**config.mk**
```make
export PLATFORM = sky130hd
export DESIGN_NAME = ircg_top
export DESIGN_NICKNAME = d
export VERILOG_FILES = /design/src/design/ircg_top.v
export VERILOG_INCLUDE_DIRS = /design/src /design/src/design
export SDC_FILE = /design/constraint.sdc
export NUM_CORES = 1
export LEC_CHECK = 0
export ABC_CLOCK_PERIOD_IN_PS = 4790
export BUFFER_PORTS_ARGS = -buffer_cell sky130_fd_sc_hd__buf_2
export CAP_MARGIN = 15
export CELL_PAD_IN_SITES_DETAIL_PLACEMENT = 0
export CELL_PAD_IN_SITES_GLOBAL_PLACEMENT = 1
export CORE_AREA = 2 2 391 393
export CTS_BUF_LIST = sky130_fd_sc_hd__clkbuf_4 sky130_fd_sc_hd__clkbuf_8
export DETAILED_ROUTE_END_ITERATION = 8
export DIE_AREA = 0 0 393 395
export PLACE_DENSITY_LB_ADDON = 0.25
export SETUP_SLACK_MARGIN = 0.05
export SYNTH_ARGS = -nofsm -noshare
export SYNTH_HDL_FRONTEND = slang
export SYNTH_SLANG_ARGS = --single-unit
```
**constraint.sdc**
```tcl
create_clock -name CLK_SYS_I -period 4.79 [get_ports CLK_SYS_I]
set_clock_uncertainty 0.15 [all_clocks]
set_input_delay 0.958 -clock CLK_SYS_I [delete_from_list [all_inputs] [get_ports CLK_SYS_I]]
set_output_delay 0.958 -clock CLK_SYS_I [all_outputs]
set_load 0.05 [all_outputs]
```
**src/design/ircg_regs.vh**
```
// Register map, field positions and constants of the infrared code generator
`ifndef IRCG_REGS_VH
`define IRCG_REGS_VH
`define IRCG_A_CTRL 4'h0
`define IRCG_A_STAT 4'h1
`define IRCG_A_CAR_ON 4'h2
`define IRCG_A_CAR_OFF 4'h3
`define IRCG_A_ONE_MARK 4'h4
`define IRCG_A_ONE_SPACE 4'h5
`define IRCG_A_ZERO_MARK 4'h6
`define IRCG_A_ZERO_SPACE 4'h7
`define IRCG_A_RPT_TIME 4'h8
`define IRCG_A_CODE 4'h9
`define IRCG_A_RPT_WORD 4'ha
`define IRCG_C_START 0
`define IRCG_C_ONE_ORD 1
`define IRCG_C_ZERO_ORD 2
`define IRCG_C_INV 3
`define IRCG_C_KEY 4
`define IRCG_C_RPT_CLR 5
`define IRCG_S_BUSY 0
`define IRCG_S_DONE 1
`define IRCG_S_FULL 2
`define IRCG_S_EMPTY 3
`define IRCG_S_LVL_LSB 8
`define IRCG_W_TYPE 15
`define IRCG_W_SYM 14
`define IRCG_W_LEN_MSB 14
`define IRCG_W_LEN_LSB 11
`define IRCG_W_DUR_MSB 13
`define IRCG_MAX_LEN 4'ha
`define IRCG_RST16 16'h0000
`define IRCG_CLK_MHZ 100
`define IRCG_CAR_MAX_MHZ 16
`define IRCG_CODE_DEPTH 32
`define IRCG_CODE_AW 5
`define IRCG_RPT_DEPTH 8
`define IRCG_RPT_AW 3
`endif

```
**src/design/ircg_top.v**
```verilog
// Infrared code generator: code queue, decoder, modulator, carrier, repeat
// Operation
// Word bit 15 selects digital (1) or paint (0) handling.
// Digital: bits 14:11 are bit count minus one, payload in 10:0.
// Paint: bit 14 mark/space, bits 13:0 duration in carrier cycles.
// Words queue in code FIFO; decoder feeds modulator commands.
// Separate repeat FIFO holds words sent on key repeat.
// Held key starts repeat timer; retransmits automatically per interval.
// Software programs repeat interval before relying on repetition.
// Carrier runs on own gated clock up to 16 MHz.
// Carrier high for on-time, low for off-time carrier cycles.
// Modulator gate passes carrier in mark, blocks it in space.
// Modulator switches digital or paint handling per command.
// Logic one and zero are programmed mark and space counts.
// Per-logic-level flag picks mark-space or space-mark order.
// Output inverted when invert option set, else unchanged.
// Software enables block clock before programming timing.
// Software fills code FIFO, then sets transmit trigger.
// Code FIFO holds 32 words of 16 bits, written over bus.
// Interrupt request raised when transmission completes.
// Digital payload sent from highest valid bit down to bit 0.
// Transmission ends when FIFO empty and last symbol done; idle space.
`timescale 1ns/1ps
`include "ircg_regs.vh"
module ircg_top #(
  parameter [7:0] CAR_DIV = (`IRCG_CLK_MHZ + `IRCG_CAR_MAX_MHZ - 1) / `IRCG_CAR_MAX_MHZ,
  parameter CODE_DEPTH = `IRCG_CODE_DEPTH,
  parameter CODE_AW = `IRCG_CODE_AW,
  parameter RPT_DEPTH = `IRCG_RPT_DEPTH,
  parameter RPT_AW = `IRCG_RPT_AW
) (
  input wire CLK_SYS_I, // System clock
  input wire NRST_I, // Sync reset, active low
  input wire [3:0] ADDR_I, // Register index
  input wire [15:0] WDATA_I, // Write data
  input wire WR_I, // Write strobe
  input wire RD_I, // Read strobe
  input wire GENERATOR_CLOCK_GATE_BIT_I, // Carrier clock enable
  output reg [15:0] RDATA_O, // Read data, cycle after strobe
  output reg IR_O, // Emitter drive
  output reg IRQ_O // Completion pulse
);
  localparam ST_IDLE = 2'b00;
  localparam ST_FETCH = 2'b01;
  localparam ST_SYM = 2'b10;
  reg one_ord_r, zero_ord_r, inv_r, key_r;
  reg [15:0] car_on_r, car_off_r, one_mark_r, one_space_r;
  reg [15:0] zero_mark_r, zero_space_r, rpt_int_r;
  reg [15:0] cf_mem [0:CODE_DEPTH-1];
  reg [CODE_AW-1:0] cf_wp_r, cf_rp_r;
  reg [CODE_AW:0] cf_cnt_r;
  reg [15:0] rb_mem [0:RPT_DEPTH-1];
  reg [RPT_AW:0] rb_cnt_r;
  reg [RPT_AW:0] rb_idx_r;
  reg [7:0] div_cnt_r;
  reg tick_r, car_hi_r;
  reg [15:0] car_cnt_r;
  reg [1:0] st_r;
  reg src_rpt_r, start_pend_r, rpt_pend_r, rpt_run_r;
  reg [15:0] rpt_cnt_r, word_r;
  reg [3:0] bit_idx_r;
  reg ph_r, mark_r, done_r, fin_r;
  reg [15:0] sym_cnt_r;
  wire wr_ctrl = WR_I && (ADDR_I == `IRCG_A_CTRL);
  wire wr_stat = WR_I && (ADDR_I == `IRCG_A_STAT);
  wire cf_full = (cf_cnt_r == CODE_DEPTH[CODE_AW:0]);
  wire cf_empty = (cf_cnt_r == {(CODE_AW+1){1'b0}});
  wire cf_push = WR_I && (ADDR_I == `IRCG_A_CODE) && !cf_full;
  wire rb_clr = wr_ctrl && WDATA_I[`IRCG_C_RPT_CLR];
  wire rb_push = WR_I && (ADDR_I == `IRCG_A_RPT_WORD) &&
                 (rb_cnt_r != RPT_DEPTH[RPT_AW:0]);
  // Carrier generator: high on-time ticks, then low off-time ticks
  wire [15:0] car_len_w = car_hi_r ? car_on_r : car_off_r;
  wire car_end_w = ({1'b0, car_cnt_r} + 17'h00001) >= {1'b0, car_len_w};
  wire per_end_w = tick_r && !car_hi_r && car_end_w;
  // Decoder view of current command
  wire digital_w = word_r[`IRCG_W_TYPE];
  wire cur_bit_w = word_r[bit_idx_r];
  wire mfirst_w = cur_bit_w ? !one_ord_r : !zero_ord_r;
  wire dig_mark_w = ph_r ? !mfirst_w : mfirst_w;
  wire [15:0] one_dur_w = dig_mark_w ? one_mark_r : one_space_r;
  wire [15:0] zero_dur_w = dig_mark_w ? zero_mark_r : zero_space_r;
  wire [15:0] dig_dur_w = cur_bit_w ? one_dur_w : zero_dur_w;
  wire [15:0] paint_dur_w = {2'b00, word_r[`IRCG_W_DUR_MSB:0]};
  wire sym_mark_w = digital_w ? dig_mark_w : word_r[`IRCG_W_SYM];
  wire [15:0] dur_w = digital_w ? dig_dur_w : paint_dur_w;
  wire ph_end_w = tick_r && (({1'b0, sym_cnt_r} + 17'h00001) >= {1'b0, dur_w});
  wire src_avail_w = src_rpt_r ? (rb_idx_r < rb_cnt_r) : !cf_empty;
  wire [15:0] src_word_w = src_rpt_r ? rb_mem[rb_idx_r[RPT_AW-1:0]] : cf_mem[cf_rp_r];
  wire [3:0] len_w = src_word_w[`IRCG_W_LEN_MSB:`IRCG_W_LEN_LSB];
  wire cf_pop = (st_r == ST_FETCH) && !src_rpt_r && !cf_empty;
  wire leave_idle_w = (st_r == ST_IDLE) && (start_pend_r || rpt_pend_r);

  always @(posedge CLK_SYS_I) begin
    if (!NRST_I) begin
      one_ord_r <= 1'b0;
      zero_ord_r <= 1'b0;
      inv_r <= 1'b0;
      key_r <= 1'b0;
      car_on_r <= `IRCG_RST16;
      car_off_r <= `IRCG_RST16;
      one_mark_r <= `IRCG_RST16;
      one_space_r <= `IRCG_RST16;
      zero_mark_r <= `IRCG_RST16;
      zero_space_r <= `IRCG_RST16;
      rpt_int_r <= `IRCG_RST16;
    end else if (WR_I) begin
      if (ADDR_I == `IRCG_A_CTRL) begin
        one_ord_r <= WDATA_I[`IRCG_C_ONE_ORD];
        zero_ord_r <= WDATA_I[`IRCG_C_ZERO_ORD];
        inv_r <= WDATA_I[`IRCG_C_INV];
        key_r <= WDATA_I[`IRCG_C_KEY];
      end else if (ADDR_I == `IRCG_A_CAR_ON) begin
        car_on_r <= WDATA_I;
      end else if (ADDR_I == `IRCG_A_CAR_OFF) begin
        car_off_r <= WDATA_I;
      end else if (ADDR_I == `IRCG_A_ONE_MARK) begin
        one_mark_r <= WDATA_I;
      end else if (ADDR_I == `IRCG_A_ONE_SPACE) begin
        one_space_r <= WDATA_I;
      end else if (ADDR_I == `IRCG_A_ZERO_MARK) begin
        zero_mark_r <= WDATA_I;
      end else if (ADDR_I == `IRCG_A_ZERO_SPACE) begin
        zero_space_r <= WDATA_I;
      end else if (ADDR_I == `IRCG_A_RPT_TIME) begin
        rpt_int_r <= WDATA_I;
      end
    end
  end

  // Storage arrays carry no reset; pointers and counts define contents
  always @(posedge CLK_SYS_I) begin
    if (cf_push) begin
      cf_mem[cf_wp_r] <= WDATA_I;
    end
    if (rb_push && !rb_clr) begin
      rb_mem[rb_cnt_r[RPT_AW-1:0]] <= WDATA_I;
    end
  end

  always @(posedge CLK_SYS_I) begin
    if (!NRST_I) begin
      cf_wp_r <= {CODE_AW{1'b0}};
      cf_rp_r <= {CODE_AW{1'b0}};
      cf_cnt_r <= {(CODE_AW+1){1'b0}};
      rb_cnt_r <= {(RPT_AW+1){1'b0}};
    end else begin
      if (cf_push) begin
        cf_wp_r <= cf_wp_r + {{(CODE_AW-1){1'b0}}, 1'b1};
      end
      if (cf_pop) begin
        cf_rp_r <= cf_rp_r + {{(CODE_AW-1){1'b0}}, 1'b1};
      end
      if (cf_push && !cf_pop) begin
        cf_cnt_r <= cf_cnt_r + {{CODE_AW{1'b0}}, 1'b1};
      end else if (cf_pop && !cf_push) begin
        cf_cnt_r <= cf_cnt_r - {{CODE_AW{1'b0}}, 1'b1};
      end
      if (rb_clr) begin
        rb_cnt_r <= {(RPT_AW+1){1'b0}};
      end else if (rb_push) begin
        rb_cnt_r <= rb_cnt_r + {{RPT_AW{1'b0}}, 1'b1};
      end
    end
  end

  // Carrier clock is an enable pulse; gate bit stops it entirely
  always @(posedge CLK_SYS_I) begin
    if (!NRST_I) begin
      div_cnt_r <= 8'h00;
      tick_r <= 1'b0;
    end else if (!GENERATOR_CLOCK_GATE_BIT_I) begin
      div_cnt_r <= 8'h00;
      tick_r <= 1'b0;
    end else if (div_cnt_r >= CAR_DIV - 8'h01) begin
      div_cnt_r <= 8'h00;
      tick_r <= 1'b1;
    end else begin
      div_cnt_r <= div_cnt_r + 8'h01;
      tick_r <= 1'b0;
    end
  end

  always @(posedge CLK_SYS_I) begin
    if (!NRST_I) begin
      car_hi_r <= 1'b1;
      car_cnt_r <= `IRCG_RST16;
    end else if (tick_r) begin
      if (car_end_w) begin
        car_hi_r <= !car_hi_r;
        car_cnt_r <= `IRCG_RST16;
      end else begin
        car_cnt_r <= car_cnt_r + 16'h0001;
      end
    end
  end

  always @(posedge CLK_SYS_I) begin
    if (!NRST_I) begin
      st_r <= ST_IDLE;
      src_rpt_r <= 1'b0;
      start_pend_r <= 1'b0;
      rpt_pend_r <= 1'b0;
      rpt_run_r <= 1'b0;
      rpt_cnt_r <= `IRCG_RST16;
      word_r <= `IRCG_RST16;
      bit_idx_r <= 4'h0;
      ph_r <= 1'b0;
      sym_cnt_r <= `IRCG_RST16;
      mark_r <= 1'b0;
      done_r <= 1'b0;
      fin_r <= 1'b0;
    end else begin
      fin_r <= 1'b0;
      if (wr_stat && WDATA_I[`IRCG_S_DONE]) begin
        done_r <= 1'b0;
      end
      case (st_r)
        ST_IDLE: begin
          mark_r <= 1'b0;
          if (start_pend_r) begin
            start_pend_r <= 1'b0;
            src_rpt_r <= 1'b0;
            st_r <= ST_FETCH;
          end else if (rpt_pend_r) begin
            rpt_pend_r <= 1'b0;
            src_rpt_r <= 1'b1;
            rb_idx_r <= {(RPT_AW+1){1'b0}};
            st_r <= ST_FETCH;
          end
        end
        ST_FETCH: begin
          mark_r <= 1'b0;
          if (!src_avail_w) begin
            st_r <= ST_IDLE;
            done_r <= 1'b1;
            fin_r <= 1'b1;
          end else begin
            word_r <= src_word_w;
            if (src_rpt_r) begin
              rb_idx_r <= rb_idx_r + {{RPT_AW{1'b0}}, 1'b1};
            end
            // Lengths above ten are clamped so the index stays in the payload
            bit_idx_r <= (len_w > `IRCG_MAX_LEN) ? `IRCG_MAX_LEN : len_w;
            ph_r <= 1'b0;
            sym_cnt_r <= `IRCG_RST16;
            st_r <= ST_SYM;
          end
        end
        ST_SYM: begin
          mark_r <= sym_mark_w;
          if (tick_r) begin
            sym_cnt_r <= ph_end_w ? `IRCG_RST16 : sym_cnt_r + 16'h0001;
          end
          if (ph_end_w) begin
            if (!digital_w) begin
              st_r <= ST_FETCH;
            end else if (!ph_r) begin
              ph_r <= 1'b1;
            end else if (bit_idx_r == 4'h0) begin
              st_r <= ST_FETCH;
            end else begin
              ph_r <= 1'b0;
              bit_idx_r <= bit_idx_r - 4'h1;
            end
          end
        end
        default: begin
          st_r <= ST_IDLE;
        end
      endcase
      // Repeat timer counts whole carrier periods for a long reach
      if (leave_idle_w && key_r) begin
        rpt_run_r <= 1'b1;
        rpt_cnt_r <= rpt_int_r;
      end else if (!key_r) begin
        rpt_run_r <= 1'b0;
      end else if (rpt_run_r && per_end_w) begin
        if (rpt_cnt_r <= 16'h0001) begin
          rpt_run_r <= 1'b0;
          if (rb_cnt_r != {(RPT_AW+1){1'b0}}) begin
            rpt_pend_r <= 1'b1;
          end
        end else begin
          rpt_cnt_r <= rpt_cnt_r - 16'h0001;
        end
      end
      if (!key_r) begin
        rpt_pend_r <= 1'b0;
      end
      // Trigger written during take-over still counts: set after clear
      if (wr_ctrl && WDATA_I[`IRCG_C_START]) begin
        start_pend_r <= 1'b1;
      end
    end
  end

  always @(posedge CLK_SYS_I) begin
    if (!NRST_I) begin
      IR_O <= 1'b0;
      IRQ_O <= 1'b0;
    end else begin
      IR_O <= inv_r ^ (mark_r && car_hi_r);
      IRQ_O <= fin_r;
    end
  end

  always @(posedge CLK_SYS_I) begin
    if (!NRST_I) begin
      RDATA_O <= `IRCG_RST16;
    end else if (!RD_I) begin
      RDATA_O <= `IRCG_RST16;
    end else if (ADDR_I == `IRCG_A_CTRL) begin
      RDATA_O <= {10'h000, 1'b0, key_r, inv_r, zero_ord_r, one_ord_r, start_pend_r};
    end else if (ADDR_I == `IRCG_A_STAT) begin
      RDATA_O <= {{(8-CODE_AW-1){1'b0}}, cf_cnt_r, 4'h0, cf_empty, cf_full, done_r,
                  (st_r != ST_IDLE) || start_pend_r};
    end else if (ADDR_I == `IRCG_A_CAR_ON) begin
      RDATA_O <= car_on_r;
    end else if (ADDR_I == `IRCG_A_CAR_OFF) begin
      RDATA_O <= car_off_r;
    end else if (ADDR_I == `IRCG_A_ONE_MARK) begin
      RDATA_O <= one_mark_r;
    end else if (ADDR_I == `IRCG_A_ONE_SPACE) begin
      RDATA_O <= one_space_r;
    end else if (ADDR_I == `IRCG_A_ZERO_MARK) begin
      RDATA_O <= zero_mark_r;
    end else if (ADDR_I == `IRCG_A_ZERO_SPACE) begin
      RDATA_O <= zero_space_r;
    end else if (ADDR_I == `IRCG_A_RPT_TIME) begin
      RDATA_O <= rpt_int_r;
    end else begin
      RDATA_O <= `IRCG_RST16;
    end
  end
endmodule

```
# After elaboration in Yosys (flattened, before gate mapping)
# Memories as Yosys holds them, arrays and structs flattened. A register that Yosys moved wholly into a read port is not among the register bits.
# Cells that the tools add are included.
# totals
register_bits	246
mem_bits_rw	640
wordCells	259
mem_count	2
inputBits	25
output_inout_bits	18
# op_classes
n_reduce_logical	74
muxes	85
add_sub_neg	13
n_lt_le_gt_ge	7
bitwise	11
eq_ne	29
# mem_list
memory	depth	width	rd	rd_ports_with_merged_regs	wr	line_no	rtl
cf_mem	32	16	1	1	1	ircg_top.v:49	reg [15:0] cf_mem [0:CODE_DEPTH-1];
rb_mem	8	16	1	1	1	ircg_top.v:52	reg [15:0] rb_mem [0:RPT_DEPTH-1];
# op_table
op	n
16-bit two-way mux	21
4-bit two-way mux	10
16-bit by 1-bit adder with 17-bit output, second input constant	2
17-bit by 16-bit greater-or-equal comparator with 1-bit output	2
1-bit two-way mux	33
16-bit by 1-bit adder with 16-bit output, second input constant	2
16-bit case mux with 2 select lines	1
1-bit logical AND	21
2-bit inequality test, second input constant	10
2-bit AND reduction	9
6-bit AND reduction	3
2-bit nonzero test	9
4-bit by 3-bit equality test with 1-bit output, second input constant	4
16-bit by 1-bit less-or-equal comparator with 1-bit output, second input constant	1
4-bit case mux with 2 select lines	2
16-bit by 1-bit subtractor with 16-bit output, second input constant	1
5-bit two-way mux	3
14-bit two-way mux	1
2-bit two-way mux	7
4-bit equality test, second input constant	3
6-bit two-way mux	2
4-bit AND reduction	3
5-bit by 1-bit adder with 5-bit output, second input constant	2
1-bit logical NOT	10
other kinds (36)	57

# Logic depth before layout (Yosys ltp)
# Gate-level depths: netlist (run 1).
# logic_depth
word_depth	13
mapped_depth	18
mapped_depth_nobuf	15

# Least setup slack after synthesis (run 1)
# OpenSTA, ideal clock, no wires.
# synth_path
path_kind	register -> register
from	reg bit_idx_r[0]
to	reg sym_cnt_r[14]
setup_slack_ps	527
period_less_slack_ps	4263
path_stages_with_launch	18
t_arrival_ps	4043
setup_ps	70
n_path_buf	4
required_ps	4570
cell_sequence	dfxtp_1 > buf_2 > mux4_2 > mux4_2 > clkbuf_1 > a211oi_1 > a21oi_1 > mux2i_1 > ha_1 > a21o_1 > a21o_1 > a21oi_1 > o2111a_1 > o221ai_2 > buf_4 > buf_2 > or3b_2 > a21oi_1
# synth_via
elab_chain_len	13
word_cells_on_any_way	14
classes_between	1 x order compare; 11 x mux; 2 x reduce/logical
# synth_lines
item	line_no	rtl
from (decl)	ircg_top.v:61	reg [3:0] bit_idx_r;
from (signal assigned)	ircg_top.v:244	bit_idx_r <= (len_w > `IRCG_MAX_LEN) ? `IRCG_MAX_LEN : len_w;
from (signal assigned)	ircg_top.v:264	bit_idx_r <= bit_idx_r - 4'h1;
1-bit binary-select mux with 4-bit select (*)	ircg_top.v:78	wire cur_bit_w = word_r[bit_idx_r];
1-bit two-way mux (not written as such) (*)	ircg_top.v:78	
1-bit two-way mux	ircg_top.v:79	wire mfirst_w = cur_bit_w ? !one_ord_r : !zero_ord_r;
1-bit logical NOT	ircg_top.v:80	wire dig_mark_w = ph_r ? !mfirst_w : mfirst_w;
1-bit two-way mux	ircg_top.v:80	
16-bit two-way mux (on tied branches)	ircg_top.v:82, ircg_top.v:81	
16-bit two-way mux (*)	ircg_top.v:83	wire [15:0] dig_dur_w = cur_bit_w ? one_dur_w : zero_dur_w;
16-bit two-way mux (*)	ircg_top.v:86	wire [15:0] dur_w = digital_w ? dig_dur_w : paint_dur_w;
17-bit by 16-bit greater-or-equal comparator with 1-bit output (*)	ircg_top.v:87	wire ph_end_w = tick_r && (({1'b0, sym_cnt_r} + 17'h00001) >= {1'b0, dur_w});
1-bit logical AND (*)	ircg_top.v:87	
16-bit two-way mux (*)	ircg_top.v:253	sym_cnt_r <= ph_end_w ? `IRCG_RST16 : sym_cnt_r + 16'h0001;
16-bit two-way mux (*)	ircg_top.v:252	if (tick_r) begin
16-bit case mux with 2 select lines (*)	ircg_top.v:218	case (st_r)
to (signal assigned)	ircg_top.v:209	sym_cnt_r <= `IRCG_RST16;
to (signal assigned)	ircg_top.v:246	sym_cnt_r <= `IRCG_RST16;
to (signal assigned)	ircg_top.v:253	
to (decl)	ircg_top.v:63	reg [15:0] sym_cnt_r;
# Mark *: on every way between the ends. The rest lies on a longest branch, timed or not. The select of a mux whose other input is x is not followed.
# A chain may end at the register's enable or synchronous reset.

# Worst setup path after layout (run 1)
# layout_path
from	reg bit_idx_r[0]
to	reg sym_cnt_r[9]
# Same word-level chain as after synthesis.

==> results of run 1 <==
[power by group through the flow]
stage | Clock, mW | Combinational (mW) | Sequential (mW)
after floorplan | 0 | 0.199 | 8.48
after global routing | 8.25 | 0.487 | 8.33
after global placement | 0 | 0.437 | 8.50
after CTS | 7.92 | 0.451 | 8.34
final | 7.65 | 0.447 | 8.34
after detailed placement | 0 | 0.451 | 8.50
[routing by layer]
layer  GRT usage, %  wire [µm]
met1          19.13      49890
met2          22.87      53080
met3          2.732       5134
met4          5.049       3012
met5              0          0
[Yosys cell counts (all sizes together) (25+ instances only)]
master  number  area [µm²]
ha          55       688.2
a31oi       25       156.4
xnor2       39       341.6
mux4       189        4257
mux2i       74       740.7
nand2      299        1122
inv         26       97.60
nor2b       39       244.0
a22oi       27       202.7
dfxtp      250        5005
a21oi      206        1035
buf         48       287.8
edfxtp     644       19340
a211oi      50       375.4
nor2       146       558.0
clkbuf     104       390.4
o21ai       52       264.0
nand3       42       210.2
[cell families after synthesis]
group | share of synthesized area [%]
xor gates and xnor gates | 1.331
other | 0.009996
AOI/OAI and AO/OA | 7.941
muxes | 13.68
buffers and inverters | 2.068
adders and majority gates | 1.888
DFF | 64.89
and+or+nand+nor | 8.194
[cell type report]
type | instances | area share, %
Clock inverter | 68 | 1.397
Multi-Input combinational cell | 1518 | 28.28
Tap cell | 2030 | 5.750
Clock buffer | 231 | 6.447
Inverter | 26 | 0.2323
Timing Repair Buffer | 162 | 2.742
Sequential cell | 894 | 55.15
Antenna cell | 1 | 0.005665
[worst max-delay path, delay by kind of cell, from the launching register on]
| family | cells | cell delay [ps] |
|---|---|---|
| multiplexers | 3 | 1330 |
| AO/OA/AOI/OAI | 6 | 1030 |
| AND/OR/NAND/NOR | 3 | 720 |
| buffers and inverters | 2 | 450 |
| flip-flops | 1 | 410 |
| adder cells (fa/ha/maj) | 1 | 270 |
[stage by stage]
stage | area (µm²) | hold slack [ps] | cells
final | 44170 | 232.0 | 4930
after global routing | 44170 | 174.4 | 4930
after CTS | 44070 | 133.9 | 4924
after detailed placement | 40610 | 290.4 | 4625
after global placement | 40610 | 278.3 | 4625
after floorplan | 37530 | 261.9 | 2589
[path summary, 6_finish.rpt]
| kind | from | endpoint | slack (ps) | depth (start not counted) |
|---|---|---|---|---|
| worst max-delay path | bit_idx_r[0] | sym_cnt_r[9] | 300 | 15 |
| worst min-delay path | GENERATOR_CLOCK_GATE_BIT_I | tick_r | 230 | 3 |
| worst max register to register | bit_idx_r[0] | sym_cnt_r[9] | 300 | 15 |
| worst min register to register | div_cnt_r[0] | div_cnt_r[0] | 300 | 1 |
[repair_timing]
action                                  4_1_cts  5_1_grt
buffers inserted                              0        2
gates resized for setup                       1        4
endpoints found under the setup margin       11       19
cloned                                        0        1
==> flow_summary_export.csv, run 1 <==
group,metric,value,unit
status,status,"completed",
sta,setup_violations,0,
place,io_buffer_count,42,
drt,routedWlPerCell,22.54,µm
synthesis,yosysUniqueCellTypes,88,
synthesis,syn_area_per_cell,14.51,µm²
worst_setup_path,crit_fanout,18,
pwr,ir_drop,176.4,µV
floorplan,rows,143,
layout,nFillCells,15170,
place,pre_cts_slack,26.79,ps
layout,top_register,"cf_mem",
drt,drcViolationCount,0,
clock_network,clock_latency,860,ps
floorplan,core-area,151200,µm²
layout,nets,2848,
worst_setup_path,crit_type,"reg2reg",
place,place_congestion,0.8636,
synthesis,synth_edf_count,644,
layout,final_layout_size_suffix_gt1_share,24.08,%
pwr,p_clk_share,46.6,%
floorplan,die_x,393,µm
global_routing,grt_start_max_net_pins,121,
synthesis,syn_inst,2585,
hold_path,hold_path.class,"in2reg",
synthesis,netlist_area,37520,µm²
synthesis,synthFlopType,"edfxtp_1",
pwr,p_sw,3.716,mW
sta,finalCritPeriodShare,93.69,%
synthesis,synth-seq-cells,894,
clock_network,cts_sinks,894,
drt,vias,22940,
pwr,p_sw_share,22.61,%
floorplan,fp.dieArea,155200,µm²
synthesis,ys_seq_area_share,64.89,%
drt,ant_nets,0,
worst_setup_path,crit_path_end_kind,"flip-flop",
synthesis,synth-async-reset-ratio,0,%
worst_setup_path,crit_path_max_incr_delay,570,ps
worst_setup_path,critPathArrivalTime,5070,ps
clock_network,cts_buffers,165,
drt,dr.pass1.iters,8,
layout,final_common_cell,"edfxtp_1",
place,hpwl,72.68,mm
pwr,p_int,12.72,mW
pwr,fin_total_pwr,16.44,mW
sta,hold_viol,0,
worst_setup_path,slowest_stage,"mux4_2",
layout,utilization,29.22,%
floorplan,pin_count,43,
sta,slew_headroom,24.33,%
worst_setup_path,cp-start-kind,"flip-flop",
clock_network,root_buffer,"clkbuf_8",
global_routing,grt_pass1_vias,23630,
clock_network,clock_path_buffers,3,
pwr,comb_power_share,2.7,%
clock_network,htreeDepth,4,
drt,drt-vias-per-instance,4.653,
layout,area_growth,17.74,%
global_routing,gr-total-overflow,0,
layout,largest_reg_flops,512,
clock_network,cts_hold_buf,0,
worst_setup_path,required,5370,ps
floorplan,die_h,395,µm
layout,multiInputGateArea,12490,µm²
floorplan,start_util,24.81,%
sta,finalSetupTns,0,ps
global_routing,grt_util_all_layers,14.25,%
sta,rsz0062_at_grt,"false",
clock_network,cts_tree,"yes",
run,maxCapViolCount,0,
pwr,powerDensity,372.1,nW/µm²
global_routing,grt_antenna_before_repair,3,
pwr,seqPwrFrac,50.7,%
sta,tightest_slew,1135,ps
worst_setup_path,path_cells,"mux4_2 > mux4_2 > buf_4 > a211oi_1 > a21oi_1 > mux2i_1 > ha_1 > nand4_1 > nor2_1 > a31oi_1 > o31a_1 > o221ai_2 > buf_4 > or3b_2 > a21oi_1",
synthesis,ys_warn_count,0,
clock_network,clkSlewWorstSetupHoldPaths,50,ps
drt,routed_wirelength,111.1,mm
global_routing,grt_pass1_wl,162.3,mm
layout,seq_area,24360,µm²
drt,drt_iter0_markers,1929,
sta,timing.fmax,222.8,MHz
sta,setup_slack,302.1,ps
pwr,power.leakage,14.22,nW
sta,slew_viol_final,0,
layout,mostFrequentLayoutCells,"644 x edfxtp_1, 299 x nand2_1, 244 x dfxtp_1",
sta,period_minus_slack,4488,ps
No activity file was read; power rests on OpenSTA's default activity.
==> run 2: changes to the inputs <==
--- a/config.mk
+++ b/config.mk
@@ -6,15 +6,17 @@
 export SDC_FILE = /design/constraint.sdc
 export NUM_CORES = 1
 export LEC_CHECK = 0
-export ABC_CLOCK_PERIOD_IN_PS = 4790
+export ABC_AREA = 1
+export ABC_CLOCK_PERIOD_IN_PS = 5030
 export BUFFER_PORTS_ARGS = -buffer_cell sky130_fd_sc_hd__buf_2
 export CAP_MARGIN = 15
 export CELL_PAD_IN_SITES_DETAIL_PLACEMENT = 0
 export CELL_PAD_IN_SITES_GLOBAL_PLACEMENT = 1
-export CORE_AREA = 2 2 391 393
+export CORE_AREA = 2 2 395 397
 export CTS_BUF_LIST = sky130_fd_sc_hd__clkbuf_4 sky130_fd_sc_hd__clkbuf_8
 export DETAILED_ROUTE_END_ITERATION = 8
-export DIE_AREA = 0 0 393 395
+export DIE_AREA = 0 0 397 399
+export MAX_ROUTING_LAYER = met4
 export PLACE_DENSITY_LB_ADDON = 0.25
 export SETUP_SLACK_MARGIN = 0.05
 export SYNTH_ARGS = -nofsm -noshare
==> constraint.sdc (replaced) <==
create_clock -name CLK_SYS_I -period 5.03 [get_ports CLK_SYS_I]
set_clock_uncertainty 0.15 [all_clocks]
set_input_delay 1.006 -clock CLK_SYS_I [delete_from_list [all_inputs] [get_ports CLK_SYS_I]]
set_output_delay 1.006 -clock CLK_SYS_I [all_outputs]
set_load 0.05 [all_outputs]
==> run 2 against run 1 <==
- first-iteration DRC count increased by 30%
- sequential power decreased by 4.2%
- area after synthesis increased by 2.3%
- count of clock-buffer cells in the layout increased by 8
- via count increased by 23%
- maximum frequency increased by 3.0%
- sequential cell count unchanged
==> flow_summary_export.csv, run 2 <==
group,metric,value,unit
pwr,seqPwrFrac,48.9,%
synthesis,synth_adder_area_share,1.846,%
floorplan,core-area,153700,µm²
sta,timing.fmax,229.6,MHz
sta,slew_viol_final,0,
layout,largest_reg_flops,512,
run,maxCapViolCount,0,
synthesis,yosysUniqueCellTypes,59,
hold_path,hold_start,"GENERATOR_CLOCK_GATE_BIT_I",
pwr,p_int,12.15,mW
synthesis,yosys.area.top_type,"edfxtp_1",
synthesis,netlist_area,38360,µm²
floorplan,start_util,24.96,%
sta,period_minus_slack,4356,ps
worst_setup_path,rr_endpoint,"bit_idx_r[2]",
pwr,p_clk_share,43.7,%
drt,vias,28290,
synthesis,synth_xor_area_share,0.8447,%
clock_network,htreeDepth,4,
synthesis,synth_edf_count,644,
synthesis,synthFlopType,"edfxtp_1",
hold_path,holdPathStages,3,
layout,nets,3940,
clock_network,clock_latency,900,ps
global_routing,gr-total-overflow,0,
worst_setup_path,reg2reg_depth,25,
status,status,"completed",
sta,hold_viol,0,
hold_path,hold_path.class,"in2reg",
worst_setup_path,critPathArrivalTime,5020,ps
global_routing,grt_start_max_net_pins,128,
floorplan,die_x,397,µm
global_routing,grt_util_all_layers,16.74,%
synthesis,netlist_top_cells_count,"644 x edfxtp_1, 505 x nor2_1, 494 x nand2_1",
drt,routed_wirelength,130.2,mm
worst_setup_path,crit_fanout,44,
pwr,comb_power_share,7.4,%
pwr,p_sw,4.185,mW
clock_network,clock_path_buffers,3,
place,place_congestion,0.8273,
global_routing,grt_pass1_vias,27220,
clock_network,cts_sinks,894,
drt,ant_nets,0,
synthesis,synth_top_family_by_area,"simple AND/OR/NAND/NOR gates",
sta,hold_slack,234.5,ps
pwr,powerDensity,366.1,nW/µm²
worst_setup_path,ff2ff_setup_slack,670,ps
synthesis,synthSimpleGateAreaFrac,14.97,%
sta,tightest_slew,1007,ps
synthesis,synth_mux_area_share,0.02609,%
sta,slew_headroom,32.86,%
synthesis,ys_seq_area_share,63.45,%
floorplan,rows,144,
synthesis,syn_area_per_cell,10.22,µm²
sta,finalCritPeriodShare,86.60,%
pwr,p_sw_share,25.61,%
clock_network,cts_buffers,160,
drt,drt-vias-per-instance,4.680,
floorplan,fp.dieArea,158400,µm²
worst_setup_path,reg2reg_from,"bit_idx_r[0]",
drt,drcViolationCount,0,
drt,routedWlPerCell,21.54,µm
worst_setup_path,cp-start-kind,"flip-flop",
clock_network,root_buffer,"clkbuf_8",
hold_path,holdPathEnd,"tick_r",
place,io_buffer_count,42,
floorplan,pin_count,43,
synthesis,synth-async-reset-ratio,0,%
sta,finalSetupTns,0,ps
sta,setup_violations,0,
synthesis,yosysTopAreaCellShare,50.41,%
clock_network,cts_tree,"yes",
synthesis,ys_warn_count,0,
layout,area_growth,16.32,%
clock_network,clkSlewWorstSetupHoldPaths,60,ps
pwr,power.leakage,15.61,nW
synthesis,synth_compound_area_share,13.95,%
layout,final_layout_size_suffix_gt1_share,12.48,%
worst_setup_path,required,5690,ps
drt,drt_iter0_markers,2506,
global_routing,grt_antenna_before_repair,11,
global_routing,grt_pass1_wl,189.7,mm
pwr,ir_drop,238.8,µV
synthesis,ys_top_cells_by_area,"edfxtp_1 50%, dfxtp_1 13%, o21ai_0 6.4%",
layout,mostFrequentLayoutCells,"644 x edfxtp_1, 494 x nand2_1, 491 x nor2_1, 491 x o21ai_0, 260 x nand3_1",
worst_setup_path,crit_type,"reg2reg",
floorplan,die_h,399,µm
synthesis,synth-seq-cells,894,
synthesis,yosysMostFrequentCell,"edfxtp_1",
layout,final_common_cell,"edfxtp_1",
sta,rsz0062_at_grt,"false",
layout,top_register,"cf_mem",
synthesis,syn_inst,3755,
worst_setup_path,crit_path_end_kind,"flip-flop",
place,hpwl,81.13,mm
drt,dr.pass1.iters,6,
## run 2: cell count changes after synthesis, moves of 27 or more
cell      previous run  this run
nand2_1            299       494
mux2i_1             74         1
o21ai_0             46       491
o221ai_1             3        78
nor2_1             144       505
nand3_1             42       260
inv_1               24       229
o22ai_1             10        50
nor2b_1             39         0
a211oi_1            50         4
clkbuf_1           104       147
mux4_2             189         0
a22oi_1             27         0
## run 2: cell type report
cell class / instances / area, µm²
diodes: 9 / 22.52
clock buffers: 239 / 2939
clock inverters: 55 / 426.7
fillers: 16040 / 109100
inverters: 241 / 920.9
multi-input cells: 2405 / 12240
flip-flops and latches: 894 / 24350
well taps: 2044 / 2557
repair buffers: 157 / 1164
## run 2: critical path, cell delays in order (launching register included)
cell and delay [ps]:
dfxtp_2 450, inv_2 130, o21ai_0 230, nand3_1 120, nand3_2 100, nand2_4 140
inv_4 230, nand2_4 70, nand3_4 210, nand2_8 230, nand2_1 120, nand3_1 70
nand3_1 100, o21ai_1 90, ha_1 340, inv_1 50, nor3_1 230, nor3b_1 250
nand3b_1 100, nand3_1 80, nand2_1 60, nand2_2 200, nand3b_1 240, nand2_1 120
nand2_1 50, nor2_1 110
## run 2: timing repair
| action | 4_1_cts | 5_1_grt |
|---|---|---|
| endpoints found under the hold margin | 0 | 0 |
| endpoints found under the setup margin | 0 | 22 |
| hold buffers | 0 | 0 |
| gates resized for setup | 0 | 4 |
| buffers inserted | 0 | 3 |
## run 2: cell families after synthesis
group / after synthesis
and+or+nand+nor: 1358
AOI/OAI and AO/OA: 948
DFF: 894
buffers and inverters: 460
adders and majority gates: 56
xor gates and xnor gates: 37
other: 1
muxes: 1
## run 2: through the flow
| step | setup WS [ps] | power, mW | cells | util [%] | area [µm²] |
|---|---|---|---|---|---|
| floorplan | 1160 | 8.896 | 3759 | - | 38380 |
| finish | 674.0 | 16.34 | 6044 | 29.04 | 44630 |
| CTS | 314.0 | 16.55 | 6031 | 28.99 | 44550 |
| global placement | 309.2 | 9.361 | 5737 | 26.80 | 41180 |
| global route | 178.5 | 17.01 | 6038 | 29.03 | 44610 |
| detailed placement | 346.9 | 9.360 | 5737 | 26.80 | 41180 |
## run 2: layer usage
layer	global-route usage (%)	wire [µm]	vias up
met5	-	0	-
met4	5.303	3283	0
met3	3.168	8163	203
met2	24.81	57290	784
met1	23.00	61460	13760
li1	-	-	13540
## run 2: how the worst max path moves through the flow
stage	startpoint	endpoint	cells past startpoint
6_report	bit_idx_r[0]	bit_idx_r[2]	25
4_1_cts	bit_idx_r[0]	sym_cnt_r[0]	27
2_1_floorplan	ADDR_I[3]	rb_mem[5][0]	6
3_3_place_gp	bit_idx_r[0]	sym_cnt_r[0]	27
3_5_place_dp	bit_idx_r[0]	sym_cnt_r[7]	27
5_1_grt	bit_idx_r[0]	sym_cnt_r[14]	26
## run 2: power by group through the flow
stage / registers, mW / clock network (mW) / logic (mW)
finish: 7.99 / 7.14 / 1.21
global route: 8.00 / 7.66 / 1.35
CTS: 7.99 / 7.34 / 1.22
detailed placement: 8.15 / 0 / 1.21
global placement: 8.15 / 0 / 1.21
floorplan: 8.13 / 0 / 0.769
==> run 3: changes to the inputs <==
--- a/config.mk
+++ b/config.mk
@@ -18,7 +18,10 @@
 export DIE_AREA = 0 0 397 399
 export MAX_ROUTING_LAYER = met4
 export PLACE_DENSITY_LB_ADDON = 0.25
+export REMOVE_ABC_BUFFERS = 1
 export SETUP_SLACK_MARGIN = 0.05
+export SKIP_LAST_GASP = 1
+export SLEW_MARGIN = 20
 export SYNTH_ARGS = -nofsm -noshare
 export SYNTH_HDL_FRONTEND = slang
 export SYNTH_SLANG_ARGS = --single-unit
==> run 3 against run 2 <==
- combinational power about the same
- final cell count down 0.36%
- sequential power about the same
- setup slack worse by 64 ps
- critical path depth unchanged
- sequential cell count unchanged
- critical path type unchanged
- largest cell class unchanged
- register-to-register slack worse by 60 ps
- global-route usage down 0.24 points
- core utilization down 0.11 points
==> flow_summary_export.csv, run 3 (synthesis results as in run 2) <==
group,metric,value,unit
status,status,"completed",
layout,utilization,28.93,%
sta,timing.fmax,226.2,MHz
global_routing,use_met2,24.94,%
layout,nets,3934,
hold_path,holdPathStages,3,
place,hpwl,79.30,mm
worst_setup_path,required,5660,ps
clock_network,clkSlewWorstSetupHoldPaths,60,ps
drt,drt-vias-per-instance,4.722,
layout,area_growth,15.90,%
run,maxCapViolCount,0,
clock_network,clock_latency,880,ps
floorplan,core-area,153700,µm²
hold_path,hold_path.class,"in2reg",
worst_setup_path,crit_path_end_kind,"flip-flop",
global_routing,gr-total-overflow,0,
layout,final_common_cell,"edfxtp_1",
place,place_congestion,0.8366,
drt,vias,28440,
worst_setup_path,reg2reg_depth,25,
worst_setup_path,crit_type,"reg2reg",
global_routing,busiest_layer,"met2",
pwr,comb_power_share,7.4,%
clock_network,clock_path_buffers,3,
global_routing,grt_util_met1,23.15,%
layout,final_layout_size_suffix_gt1_share,12.00,%
global_routing,grt_antenna_before_repair,9,
layout,mostFrequentLayoutCells,"644 x edfxtp_1, 494 x nand2_1, 491 x o21ai_0",
drt,drcViolationCount,0,
layout,nFillCells,16050,
global_routing,grtUsageMet3,2.407,%
floorplan,die_x,397,µm
clock_network,cts_sinks,894,
global_routing,grt_start_max_net_pins,97,
global_routing,grt_pass1_vias,27400,
clock_network,htreeDepth,4,
pwr,p_int,11.98,mW
sta,tightest_slew,1077,ps
pwr,p_sw,4.141,mW
clock_network,cts_tree,"yes",
pwr,p_clk_share,43.0,%
floorplan,pin_count,43,
sta,period_minus_slack,4420,ps
pwr,ir_drop,210.1,µV
sta,slew_headroom,28.18,%
layout,top_register,"cf_mem",
pwr,p_sw_share,25.68,%
global_routing,grt_pass1_wl,188.6,mm
place,dpl-instance-area,41210,µm²
clock_network,root_buffer,"clkbuf_8",
sta,finalSetupTns,0,ps
global_routing,grt_util_all_layers,16.50,%
sta,setup_violations,0,
layout,largest_reg_flops,512,
clock_network,cts_hold_buf,0,
drt,drt_iter0_markers,2388,
drt,routed_wirelength,128.7,mm
place,io_buffer_count,42,
floorplan,rows,144,
sta,hold_viol,0,
worst_setup_path,crit_fanout,44,
sta,slew_viol_final,0,
pwr,seqPwrFrac,49.6,%
floorplan,start_util,24.96,%
sta,finalCritPeriodShare,87.88,%
floorplan,die_h,399,µm
worst_setup_path,critPathArrivalTime,5050,ps
drt,routedWlPerCell,21.37,µm
clock_network,cts_buffers,159,
pwr,powerDensity,362.6,nW/µm²
pwr,power.leakage,15.52,nW
drt,dr.pass1.iters,5,
drt,ant_nets,0,
floorplan,fp.dieArea,158400,µm²
worst_setup_path,cp-start-kind,"flip-flop",
sta,rsz0062_at_grt,"false",
layout,final_area,44460,µm²
==> run 3: cell count changes in the layout (fill, tap and decap cells not counted), sizes merged <==
| cell | change |
|---|---|
| clkbuf | -13 |
| diode | -7 |
| buf | -5 |
| clkinv | -1 |
| inv | +4 |
==> run 3: final cells by class <==
cell class,instances,area (µm²),share of cell area (%)
antenna,2,5.005,0.01126
tap,2044,2557,5.752
inverter,241,920.9,2.071
clock inverter,58,424.2,0.9540
sequential,894,24350,54.78
multi-input combinational,2405,12240,27.54
clock buffer,226,2791,6.278
timing repair buffer,152,1166,2.623
==> run 3: worst paths after layout <==
check | slack (ps) | endpoint | from
max reg2reg | 610 | bit_idx_r[0] | bit_idx_r[0]
min | 230 | tick_r | GENERATOR_CLOCK_GATE_BIT_I
min reg2reg | 300 | IRQ_O | fin_r
max | 610 | bit_idx_r[0] | bit_idx_r[0]
==> run 3: through the flow <==
stage / cells / hold WS, ps / power (mW) / setup WS [ps]
final: 6022 / 228.8 / 16.12 / 609.7
after global routing: 6021 / 171.0 / 16.78 / 143.6
after CTS: 6019 / 113.0 / 16.34 / 284.0
after detailed placement: 5735 / 264.2 / 9.347 / 314.0
after global placement: 5735 / 270.8 / 9.344 / 252.7
after floorplan: 3540 / 240.0 / 8.822 / -3987
==> run 3: critical path, cell delays in order, from the launching register on <==
cell,delay (ps)
dfxtp_2,440
inv_2,120
o21ai_0,230
o211ai_2,110
nand3_2,90
nand2_4,150
inv_4,240
nand2_4,80
nand3_4,230
nand2_8,230
nand2_1,120
o211ai_1,90
nand3_1,130
nand2_1,70
ha_1,330
nand2_1,80
nor3_1,180
nor3b_1,260
nand3b_1,110
nand3_1,110
nand2_1,70
nand2_2,170
nand3b_1,260
nand2_1,120
nand2_1,60
nor2_1,110
==> run 3: timing repair <==
item                                    CTS  global route
endpoints found under the setup margin    0            22
resized for setup                         0             4
buffers inserted                          0             1
==> run 3: power groups by stage <==
stage	registers [mW]	clock network (mW)	logic (mW)
4_1_cts	7.99	7.14	1.21
6_report	7.99	6.93	1.20
2_1_floorplan	8.16	0	0.663
5_1_grt	7.99	7.44	1.34
3_3_place_gp	8.15	0	1.20
3_5_place_dp	8.15	0	1.20
==> run 3: layer usage <==
| metal | routed length [µm] | vias to the layer above |
|---|---|---|
| met2 | 57780 | 668 |
| met1 | 62950 | 14110 |
| met5 | 0 | - |
| li1 | - | 13510 |
| met3 | 5849 | 148 |
| met4 | 2084 | 0 |
